<file path="src/hiu_pkg.sv">
// Package: register map, field layout and carriers of the interrupt unit
package hiu_pkg;
  localparam int         HIU_NUM_SRC       = 8;
  // Register offsets
  localparam logic [7:0] HIU_OFF_INPUT_CTL = 8'h03;
  localparam logic [7:0] HIU_OFF_ENABLE    = 8'h0b;
  localparam logic [7:0] HIU_OFF_FLAGS     = 8'h0c;
  localparam logic [7:0] HIU_OFF_MASK      = 8'h0d;
  // Reset values
  localparam logic [7:0] HIU_RST_ENABLE    = 8'h00;
  localparam logic [7:0] HIU_RST_FLAGS     = 8'h00;
  localparam logic [7:0] HIU_RST_MASK      = 8'h00;
  localparam logic [7:0] HIU_RST_INPUT_CTL = 8'h00;
  // Source bit positions
  localparam int         HIU_BIT_WAKE      = 7;
  localparam int         HIU_BIT_EXT       = 6;
  localparam int         HIU_BIT_I2C       = 5;
  localparam int         HIU_BIT_VSYNC     = 4;
  localparam int         HIU_BIT_KEYPAD    = 3;
  localparam int         HIU_BIT_PROC      = 2;
  localparam int         HIU_BIT_PWM1      = 1;
  localparam int         HIU_BIT_PWM0      = 0;
  // Input control fields
  localparam int         HIU_ICR_POL       = 7;
  localparam int         HIU_ICR_DEBOUNCE  = 6;
  localparam int         HIU_ICR_TRIG_HI   = 5;
  localparam int         HIU_ICR_TRIG_LO   = 4;
  // Debounce time in oscillator clocks, one oscillator clock per core clock
  localparam int         HIU_DEBOUNCE_OSC  = 1024;
  localparam int         HIU_DEBOUNCE_CYC  = HIU_DEBOUNCE_OSC;

  typedef enum logic [1:0] {
    HIU_TRIG_LOW_LEVEL  = 2'h0,
    HIU_TRIG_FALL_EDGE  = 2'h1,
    HIU_TRIG_HIGH_LEVEL = 2'h2,
    HIU_TRIG_RISE_EDGE  = 2'h3
  } hiu_trig_t;

  typedef struct packed {
    logic       wr;
    logic [7:0] addr;
    logic [7:0] wdata;
  } hiu_reg_req_t;

  typedef struct packed {
    logic wake;
    logic i2c;
    logic vsync;
    logic keypad;
    logic flash_dma_done;
    logic draw_done;
    logic block_transfer_engine_done;
    logic pwm1;
    logic pwm0;
  } hiu_src_t;
endpackage

</file>
<file path="src/hiu_top.sv">
// Interrupt collection unit: enable, sticky flags, mask, host interrupt line
`timescale 1ns/10ps
module hiu_top
  import hiu_pkg::*;
#(
  parameter int DEBOUNCE_CYC = HIU_DEBOUNCE_CYC
) (
  input  wire logic         core_clk,
  input  wire logic         rst_n,
  input  wire hiu_reg_req_t reg_req,
  output logic [7:0]        reg_rdata_q,
  input  wire hiu_src_t     src,
  input  wire logic         external_event_pin,
  output logic              host_int_q
);
  logic [7:0] enable_q;
  logic [7:0] flags_q;
  logic [7:0] mask_q;
  logic [7:0] icr_q;
  logic [7:0] set_vec;
  logic [7:0] pend;
  logic       ext_event;
  logic       wr_en;
  logic       wr_flags;
  logic       wr_mask;
  logic       wr_icr;

  assign wr_en    = reg_req.wr && reg_req.addr == HIU_OFF_ENABLE;
  assign wr_flags = reg_req.wr && reg_req.addr == HIU_OFF_FLAGS;
  assign wr_mask  = reg_req.wr && reg_req.addr == HIU_OFF_MASK;
  assign wr_icr   = reg_req.wr && reg_req.addr == HIU_OFF_INPUT_CTL;

  hiu_ext_cond #(
    .DEBOUNCE_CYC (DEBOUNCE_CYC)
  ) u_ext (
    .core_clk           (core_clk),
    .rst_n              (rst_n),
    .external_event_pin (external_event_pin),
    .debounce_en        (icr_q[HIU_ICR_DEBOUNCE]),
    .trig_mode          (hiu_trig_t'(icr_q[HIU_ICR_TRIG_HI:HIU_ICR_TRIG_LO])),
    .event_q            (ext_event)
  );

  // Raw events per source bit
  always_comb begin
    set_vec                 = 8'h00;
    set_vec[HIU_BIT_WAKE]   = src.wake;
    set_vec[HIU_BIT_EXT]    = ext_event;
    set_vec[HIU_BIT_I2C]    = src.i2c;
    set_vec[HIU_BIT_VSYNC]  = src.vsync;
    set_vec[HIU_BIT_KEYPAD] = src.keypad;
    set_vec[HIU_BIT_PROC]   = src.flash_dma_done || src.draw_done ||
                              src.block_transfer_engine_done;
    set_vec[HIU_BIT_PWM1]   = src.pwm1;
    set_vec[HIU_BIT_PWM0]   = src.pwm0;
  end

  always_ff @(posedge core_clk) begin
    if (!rst_n) begin
      enable_q <= HIU_RST_ENABLE;
    end else if (wr_en) begin
      enable_q <= reg_req.wdata;
    end
  end

  always_ff @(posedge core_clk) begin
    if (!rst_n) begin
      mask_q <= HIU_RST_MASK;
    end else if (wr_mask) begin
      mask_q <= reg_req.wdata;
    end
  end

  // Only the interrupt-related fields are kept; other bits read zero
  always_ff @(posedge core_clk) begin
    if (!rst_n) begin
      icr_q <= HIU_RST_INPUT_CTL;
    end else if (wr_icr) begin
      icr_q <= {reg_req.wdata[7:4], 4'h0};
    end
  end

  // Sticky flags; a new event outranks a clear in the same cycle
  genvar gi;
  generate
    for (gi = 0; gi < HIU_NUM_SRC; gi++) begin : g_flag
      always_ff @(posedge core_clk) begin
        if (!rst_n) begin
          flags_q[gi] <= HIU_RST_FLAGS[gi];
        end else if (set_vec[gi] && enable_q[gi]) begin
          flags_q[gi] <= 1'b1;
        end else if (wr_flags && reg_req.wdata[gi]) begin
          flags_q[gi] <= 1'b0;
        end
      end
    end
  endgenerate

  // Masked flags stay visible for polling but never reach the line
  assign pend = flags_q & enable_q & ~mask_q;

  always_ff @(posedge core_clk) begin
    if (!rst_n) begin
      host_int_q <= 1'b1;
    end else begin
      host_int_q <= icr_q[HIU_ICR_POL] ? |pend : ~|pend;
    end
  end

  // Registered read; unmapped offsets read zero
  always_ff @(posedge core_clk) begin
    if (!rst_n) begin
      reg_rdata_q <= 8'h00;
    end else begin
      unique case (reg_req.addr)
        HIU_OFF_ENABLE:    reg_rdata_q <= enable_q;
        HIU_OFF_FLAGS:     reg_rdata_q <= flags_q;
        HIU_OFF_MASK:      reg_rdata_q <= mask_q;
        HIU_OFF_INPUT_CTL: reg_rdata_q <= icr_q;
        default:           reg_rdata_q <= 8'h00;
      endcase
    end
  end
endmodule

</file>
<file path="src/hiu_ext_cond.sv">
// External event pin conditioner: optional debounce and trigger select
`timescale 1ns/10ps
module hiu_ext_cond
  import hiu_pkg::*;
#(
  parameter int DEBOUNCE_CYC = HIU_DEBOUNCE_CYC
) (
  input  wire logic      core_clk,
  input  wire logic      rst_n,
  input  wire logic      external_event_pin,
  input  wire logic      debounce_en,
  input  wire hiu_trig_t trig_mode,
  output logic           event_q
);
  localparam int CW = $clog2(DEBOUNCE_CYC + 1);

  logic          stable_q;
  logic          prev_q;
  logic          cand_q;
  logic [CW-1:0] cnt_q;
  logic          level;

  // Debounce: accept a new level only after it held the whole window
  always_ff @(posedge core_clk) begin
    if (!rst_n) begin
      cand_q   <= 1'b1;
      stable_q <= 1'b1;
      cnt_q    <= '0;
    end else begin
      cand_q <= external_event_pin;
      if (external_event_pin != cand_q) begin
        cnt_q <= '0;
      end else if (cnt_q == CW'(DEBOUNCE_CYC - 1)) begin
        stable_q <= cand_q;
      end else begin
        cnt_q <= cnt_q + CW'(1);
      end
    end
  end

  assign level = debounce_en ? stable_q : external_event_pin;

  always_ff @(posedge core_clk) begin
    if (!rst_n) begin
      prev_q  <= 1'b1;
      event_q <= 1'b0;
    end else begin
      prev_q <= level;
      unique case (trig_mode)
        HIU_TRIG_LOW_LEVEL:  event_q <= !level;
        HIU_TRIG_FALL_EDGE:  event_q <= prev_q && !level;
        HIU_TRIG_HIGH_LEVEL: event_q <= level;
        HIU_TRIG_RISE_EDGE:  event_q <= !prev_q && level;
      endcase
    end
  end
endmodule

</file>
<file path="config.mk">
export PLATFORM = sky130hd
export DESIGN_NAME = hiu_top
export DESIGN_NICKNAME = d
export VERILOG_FILES = /design/src/hiu_pkg.sv /design/src/hiu_top.sv /design/src/hiu_ext_cond.sv
export SDC_FILE = /design/constraint.sdc
export NUM_CORES = 1
export LEC_CHECK = 0
export BUFFER_PORTS_ARGS = -buffer_cell sky130_fd_sc_hd__buf_2
export CAP_MARGIN = 20
export CORE_MARGIN = 3
export CORE_UTILIZATION = 50
export DETAILED_ROUTE_END_ITERATION = 8
export HOLD_SLACK_MARGIN = 0.03
export PLACE_DENSITY = 0.75
export SLEW_MARGIN = 20
export SYNTH_ARGS = -nofsm -noshare
export SYNTH_HDL_FRONTEND = slang
export SYNTH_SLANG_ARGS = --single-unit
</file>
<file path="constraint.sdc">
create_clock -name core_clk -period 1.5 [get_ports core_clk]
set_input_delay 0.3 -clock core_clk [delete_from_list [all_inputs] [get_ports core_clk]]
set_output_delay 0.3 -clock core_clk [all_outputs]
set_load 0.02 [all_outputs]
</file>
==> results of run 1 <==
-- sequential cells by signal, indices dropped and copies added (netlist names) --
signal	cells
enable_q	8
flags_q	8
host_int_q	1
icr_q	4
mask_q	8
reg_rdata_q	8
u_ext.cand_q	1
u_ext.cnt_q	11
u_ext.event_q	1
u_ext.prev_q	1
u_ext.stable_q	1
-- layout make-up --
| class | instances | area [um2] | area share |
|---|---|---|---|
| multi-input cells | 184 | 1274 | 0.4573 |
| flip-flops and latches | 52 | 1041 | 0.3738 |
| repair buffers | 55 | 320.3 | 0.1150 |
| clock buffers | 6 | 72.57 | 0.02606 |
| well taps | 52 | 65.06 | 0.02336 |
| inverters | 2 | 7.507 | 0.002695 |
| clock inverters | 1 | 5.005 | 0.001797 |
-- layer usage --
layer,share of wire,wire [um]
met5,0,0
met4,0.016,80
met3,0.046,225
met2,0.48,2367
met1,0.46,2236
-- metrics by stage --
step                      setup WS [ns]  hold WS, ns
after global placement          -0.1780       0.4360
final                           0.09350       0.2273
after global routing           0.005351       0.2224
after detailed placement        -0.2309       0.4538
after CTS                       0.04638       0.2210
after floorplan                 0.01873       0.3892
-- cells by family (layout without fill, tap and decap cells) --
| group | count (synthesis) | count (layout) |
|---|---|---|
| flops | 52 | 52 |
| xor+xnor | 8 | 8 |
| fa+ha+maj | 1 | 1 |
| buf+inv | 10 | 64 |
| simple gates | 99 | 99 |
| compound gates | 42 | 42 |
| mux | 34 | 34 |
-- synthesized netlist by cell type, drive strengths merged (2+ instances only) --
library cell  number
nand3              8
dfxtp             52
buf                2
mux2i             26
and3               5
a32oi              4
nand3b             3
a31o               7
a31oi              2
a21oi             16
nand2b             2
mux2               8
nand2             20
a311oi             2
nor2              27
inv                2
and2               3
xnor2              5
and3b              2
o21ai              8
clkbuf             6
xor2               3
nand4              3
nor2b             22
-- repair_timing --
action	4_1_cts	5_1_grt
setup buffers	0	1
hold buffers	0	0
endpoints found under the hold margin	0	0
gates resized for setup	0	4
endpoints found under the setup margin	0	6
-- critical path, delay by kind of cell --
| family | cells | cell delay, ns |
|---|---|---|
| mux | 1 | 0.24 |
| simple gates | 4 | 0.95 |
| buf+inv | 1 | 0.11 |
-- how the worst max path moves through the flow --
stage / to / slack, ns
floorplan: u_ext.cnt_q[3] / 0.02
global placement: enable_q[6] / -0.18
detailed placement: enable_q[6] / -0.23
CTS: u_ext.cnt_q[1] / 0.05
global route: enable_q[6] / 0.005
finish: enable_q[1] / 0.09
-- report_power, final --
| part | internal (mW) | total [mW] | switching, mW |
|---|---|---|---|
| Clock | 0.318 | 0.737 | 0.419 |
| Sequential | 1.39 | 1.39 | 0.00465 |
| Combinational | 0.0770 | 0.159 | 0.0818 |
| Total | 1.78 | 2.29 | 0.506 |
==> run_results.csv, run 1 <==
group,metric,value,unit
run_status,status,"finished, final reports clean",
clock_tree,path_clk_slew,0.09,ns
worst_setup_path,r2r_slack,0.11,ns
yosys,ys_types,38,
worst_setup_path,worst_ep_required_time,1.70,ns
pwr,power.total,2.289,mW
yosys,yosysWarnings,0,
die,fp.dieH,74.43,um
global_route,grt_usage,0.1960,
yosys,yosysTopAreaCell,"dfxtp_1",
worst_setup_path,crit_type,"in -> reg",
yosys,yosysTopAreaCellShare,0.4447,
yosys,synth_top_family_by_area,"simple AND/OR/NAND/NOR gates",
yosys,synth-xor-area-share,0.02993,
finish,final_common_cell,"dfxtp_1",
die,die_area,5539,um2
finish,fill_cells,370,
place,portBuffers,37,
yosys,synth_area_leaders,"dfxtp_1 44%, mux2i_1 11%, nor2b_1 5.9%",
yosys,synth-simple-area-share,0.2384,
detailed_routing,drtIter0Drc,123,
finish,post-route-cell-area,2785,um2
finish,layout-drive-gt1-share,0.2933,
yosys,ys_seq_elements,52,
place,place_area,2686,um2
finish,nets,330,
pwr,p_leak,1.217,nW
detailed_routing,vias,1924,
worst_setup_path,cp-startpoint,"reg_req[14]",
die,rows,24,
clock_tree,numCtsBuffers,5,
clock_tree,cts_max_level,2,
pwr,p_per_area,821.7,nW/um2
worst_setup_path,crit_fanout,8,
detailed_routing,antenna_left,0,
timing,setup_viol,0,
die,die_w,74.43,um
finish,stdcell_count,352,
global_route,met3_usage,0.03649,
timing,slew_headroom,0.7444,
worst_setup_path,r2r-start,"u_ext.cnt_q[0]",
yosys,synth_flop_cell,"dfxtp_1",
global_route,grt_overflow,0,
clock_tree,cts.sinks,52,
clock_tree,clock_tree.root_cell,"clkbuf_8",
die,coreArea,4444,um2
clock_tree,cts_tree,"yes",
detailed_routing,vias_per_cell,5.466,
timing,max_slew.worst_pin.slew,0.3805,ns
yosys,synth-compound-area-share,0.1149,
timing,fin_crit,1.407,ns
worst_setup_path,start_kind,"input pin",
die,ioPinCount,38,
global_route,grt_pass1_vias,1940,
yosys,synth_edf_count,0,
timing,slew_viol_final,0,
pwr,vdd_ir_drop_max,0.3752,mV
timing,fin_setup_tns,0,ns
worst_setup_path,reg2reg_to,"u_ext.cnt_q[10]",
yosys,synth_fa_ha_area_frac,0.005345,
yosys,syn-cell-area,2341,um2
min_path,hp-start,"src[1]",
global_route,gr-usage-met2,0.3346,
worst_setup_path,ff2ff_path_depth,5,
yosys,synthArstFlopShare,0,
worst_setup_path,end_kind,"flip-flop",
detailed_routing,wl_per_cell,13.95,um
worst_setup_path,crit_chain,"buf_2 -> nor4_4 -> and3_2 -> nand2_2 -> mux2i_1 -> nor2b_1",
finish,layout_common_cells,"52 x dfxtp_1, 37 x buf_2, 26 x nor2_1, 26 x mux2i_1, 22 x nor2b_1",
timing,fmax,711.0,MHz
finish,area_growth,18.97,%
min_path,min_delay_path_depth,2,
yosys,synth.net_count,276,
timing,fin_worst_skew,0.008720,ns
timing,rsz0062_at_grt,"no",
worst_setup_path,critPathSlowestCell,"nor4_4",
detailed_routing,wl,4.909,mm
yosys,synthMuxAreaShare,0.1497,
place,dp_hpwl,3.653,mm
yosys,yosysSeqAreaShare,0.4447,
place,gp_congestion,0.8554,
die,start_util,0.5267,
yosys,netlist_instances,246,
clock_tree,insertion_delay,0.30,ns
timing,period_share,0.9377,
finish,utilization,0.6267,
detailed_routing,drc,0,
global_route,grt_max_degree,15,
flow_run,drv_cap,0,
global_route,grt_pass1_wl,8.480,mm
global_route,grt.met1_usage,0.2454,
min_path,hold_path_end,"flags_q[1]",
place,placed_cells,344,
clock_tree,cts.path.max_buffers,2,
global_route,antenna_found_initial,0,
finish,antenna_cells,0,
timing,hold_viol,0,
yosys,syn_avg_cell_area,9.516,um2
min_path,hold_path_class,"in -> reg",
worst_setup_path,crit_path_max_incr_delay,0.41,ns
worst_setup_path,arrival,1.61,ns
global_route,busiest_layer,"met2",
detailed_routing,dr.pass1.iters,4,
Power figures use the tool's default switching activity.
==> run 2, diff against run 1 <==
ABC_AREA = 1   (was unset)
CORE_UTILIZATION = 56   (was 50)
PLACE_DENSITY = 0.79   (was 0.75)
clock period = 1.6 ns   (was 1.5 ns; I/O delays follow)
==> run_results.csv, run 2 <==
group,metric,value,unit
run_status,status,"finished, final reports clean",
clock_tree,cts_max_level,2,
yosys,ys_types,31,
timing,finalWorstSetupSlack,0.1738,ns
die,coreArea,4115,um2
global_route,grt_pass1_vias,2024,
finish,fill_cells,372,
detailed_routing,wl,5.343,mm
detailed_routing,drc,0,
yosys,syn-cell-area,2455,um2
clock_tree,numCtsBuffers,5,
die,die_area,5214,um2
worst_setup_path,crit_fanout,4,
pwr,p_clk_frac,0.341,
finish,largest_register_ffs,11,
die,die_w,72.21,um
global_route,antenna_found_initial,0,
detailed_routing,vias,2261,
pwr,p_per_area,786.7,nW/um2
timing,setup_viol,0,
place,portBuffers,37,
clock_tree,clock_tree.root_cell,"clkbuf_8",
pwr,p_int,1.666,mW
clock_tree,cts.sinks,52,
finish,final-seq-area,1041,um2
yosys,synth_flop_cell,"dfxtp_1",
pwr,p_sw,0.5341,mW
pwr,p_leak,1.147,nW
timing,fin_crit,1.426,ns
finish,layout-drive-gt1-share,0.2336,
detailed_routing,drtIter0Drc,141,
finish,area_growth,13.91,%
flow_run,drv_cap,0,
timing,fin_setup_tns,0,ns
clock_tree,insertion_delay,0.30,ns
yosys,synth.net_count,368,
min_path,hold_path_class,"in -> reg",
die,fp.dieH,72.21,um
clock_tree,cts.path.max_buffers,2,
timing,slew_headroom,0.7678,
yosys,synth_area_leaders,"dfxtp_1 42%, nand2_1 12%, nand3_1 7.5%",
finish,post-route-cell-area,2796,um2
clock_tree,path_clk_slew,0.10,ns
finish,antenna_cells,0,
place,dp_hpwl,4.001,mm
yosys,yosysSeqAreaShare,0.4241,
finish,layout_common_cells,"79 x nand2_1, 52 x dfxtp_1, 37 x nand3_1, 37 x buf_2, 33 x a21oi_1",
die,start_util,0.5965,
worst_setup_path,arrival,1.63,ns
yosys,ys_seq_elements,52,
pwr,p_seq_frac,0.594,
yosys,yosysWarnings,0,
timing,fmax,701.2,MHz
worst_setup_path,start_kind,"flip-flop",
yosys,synth_edf_count,0,
place,gp_congestion,0.7999,
clock_tree,cts_tree,"yes",
timing,whs,0.2288,ns
timing,fin_worst_skew,0.007910,ns
detailed_routing,vias_per_cell,5.246,
global_route,grt_usage,0.2107,
timing,period_share,0.8913,
detailed_routing,dr.pass1.iters,5,
yosys,synthArstFlopShare,0,
global_route,grt_overflow,0,
place,pre_cts_ws,0.1322,ns
pwr,swShare,0.2428,
die,rows,23,
pwr,vdd_ir_drop_max,0.7501,mV
yosys,netlist_instances,338,
finish,final_common_cell,"nand2_1",
detailed_routing,wl_per_cell,12.40,um
global_route,grt_pass1_wl,8.763,mm
yosys,syn_avg_cell_area,7.263,um2
worst_setup_path,worst_ep_required_time,1.80,ns
detailed_routing,antenna_left,0,
timing,hold_viol,0,
global_route,grt_max_degree,17,
worst_setup_path,end_kind,"flip-flop",
yosys,yosysTopAreaCellShare,0.4241,
pwr,power.share.combinational,0.065,
finish,nets,410,
finish,regMostFlops,"u_ext.cnt_q",
yosys,yosysMostFrequentCell,"nand2_1",
yosys,yosysTopAreaCell,"dfxtp_1",
finish,utilization,0.6795,
timing,max_slew.worst_pin.slew,0.3470,ns
yosys,synthTopCellsByCount,"79 x nand2_1, 52 x dfxtp_1, 37 x nand3_1, 33 x a21oi_1, 32 x inv_1",
die,ioPinCount,38,
finish,multi_input_area,1215,um2
timing,rsz0062_at_grt,"no",
place,place_area,2700,um2
timing,slew_viol_final,0,
worst_setup_path,crit_type,"reg -> reg",
==> run 2: metrics by stage <==
step | power, mW | std cells
after global routing | 2.268 | 431
after CTS | 2.208 | 431
after floorplan | 1.407 | 338
final | 2.200 | 431
after detailed placement | 1.478 | 423
after global placement | 1.474 | 423
==> run 2: final timing paths <==
check | slack [ns] | cells after the start | endpoint | startpoint
max | 0.17 | 7 | u_ext.cnt_q[10] | u_ext.cnt_q[0]
min | 0.23 | 3 | u_ext.cand_q | external_event_pin
min reg2reg | 0.46 | 2 | flags_q[6] | u_ext.event_q
max reg2reg | 0.17 | 7 | u_ext.cnt_q[10] | u_ext.cnt_q[0]
==> run 2: logic make-up after synthesis <==
| logic type | Yosys count | synth area share |
|---|---|---|
| AND/OR/NAND/NOR | 172 | 0.3328 |
| buffers and inverters | 46 | 0.08409 |
| flip-flops | 52 | 0.4241 |
| AO/OA/AOI/OAI | 66 | 0.1504 |
| XOR/XNOR | 1 | 0.003568 |
| adder cells (fa/ha/maj) | 1 | 0.005096 |
==> run 2: worst max-delay path, cell delays in order (launching register included) <==
cell and delay, ns:
dfxtp_1 0.41, ha_1 0.21, nand3_1 0.13, inv_1 0.14, buf_4 0.15, nand2_1 0.06, o21ai_0 0.16, nor2_1 0.06
==> run 2: area by class of cell <==
| class | instances | share of cell area |
|---|---|---|
| timing repair buffer | 44 | 0.08949 |
| clock inverter | 2 | 0.005817 |
| sequential | 52 | 0.3723 |
| tap | 50 | 0.02237 |
| multi-input combinational | 240 | 0.4345 |
| clock buffer | 6 | 0.02595 |
| inverter | 37 | 0.04966 |
==> run 2: power groups by stage <==
stage	Combinational (mW)	Clock, mW	Sequential (mW)
6_report	0.143	0.750	1.31
5_1_grt	0.157	0.803	1.31
4_1_cts	0.142	0.759	1.31
3_5_place_dp	0.141	0	1.34
3_3_place_gp	0.137	0	1.34
2_1_floorplan	0.0718	0	1.34
==> run 2: what timing repair did <==
action                     CTS  global route
hold buffers                 0             0
gates resized for setup      0             1
setup endpoints to repair    0             2
buffers inserted             0             0
==> run 2: per-layer routing <==
layer | GRT usage | up-vias | share of wire
met5 | 0 | - | 0
met4 | 0.07307 | 0 | 0.014
met3 | 0.03740 | 12 | 0.047
met2 | 0.3569 | 54 | 0.47
met1 | 0.2691 | 1011 | 0.46
li1 | - | 1184 | -
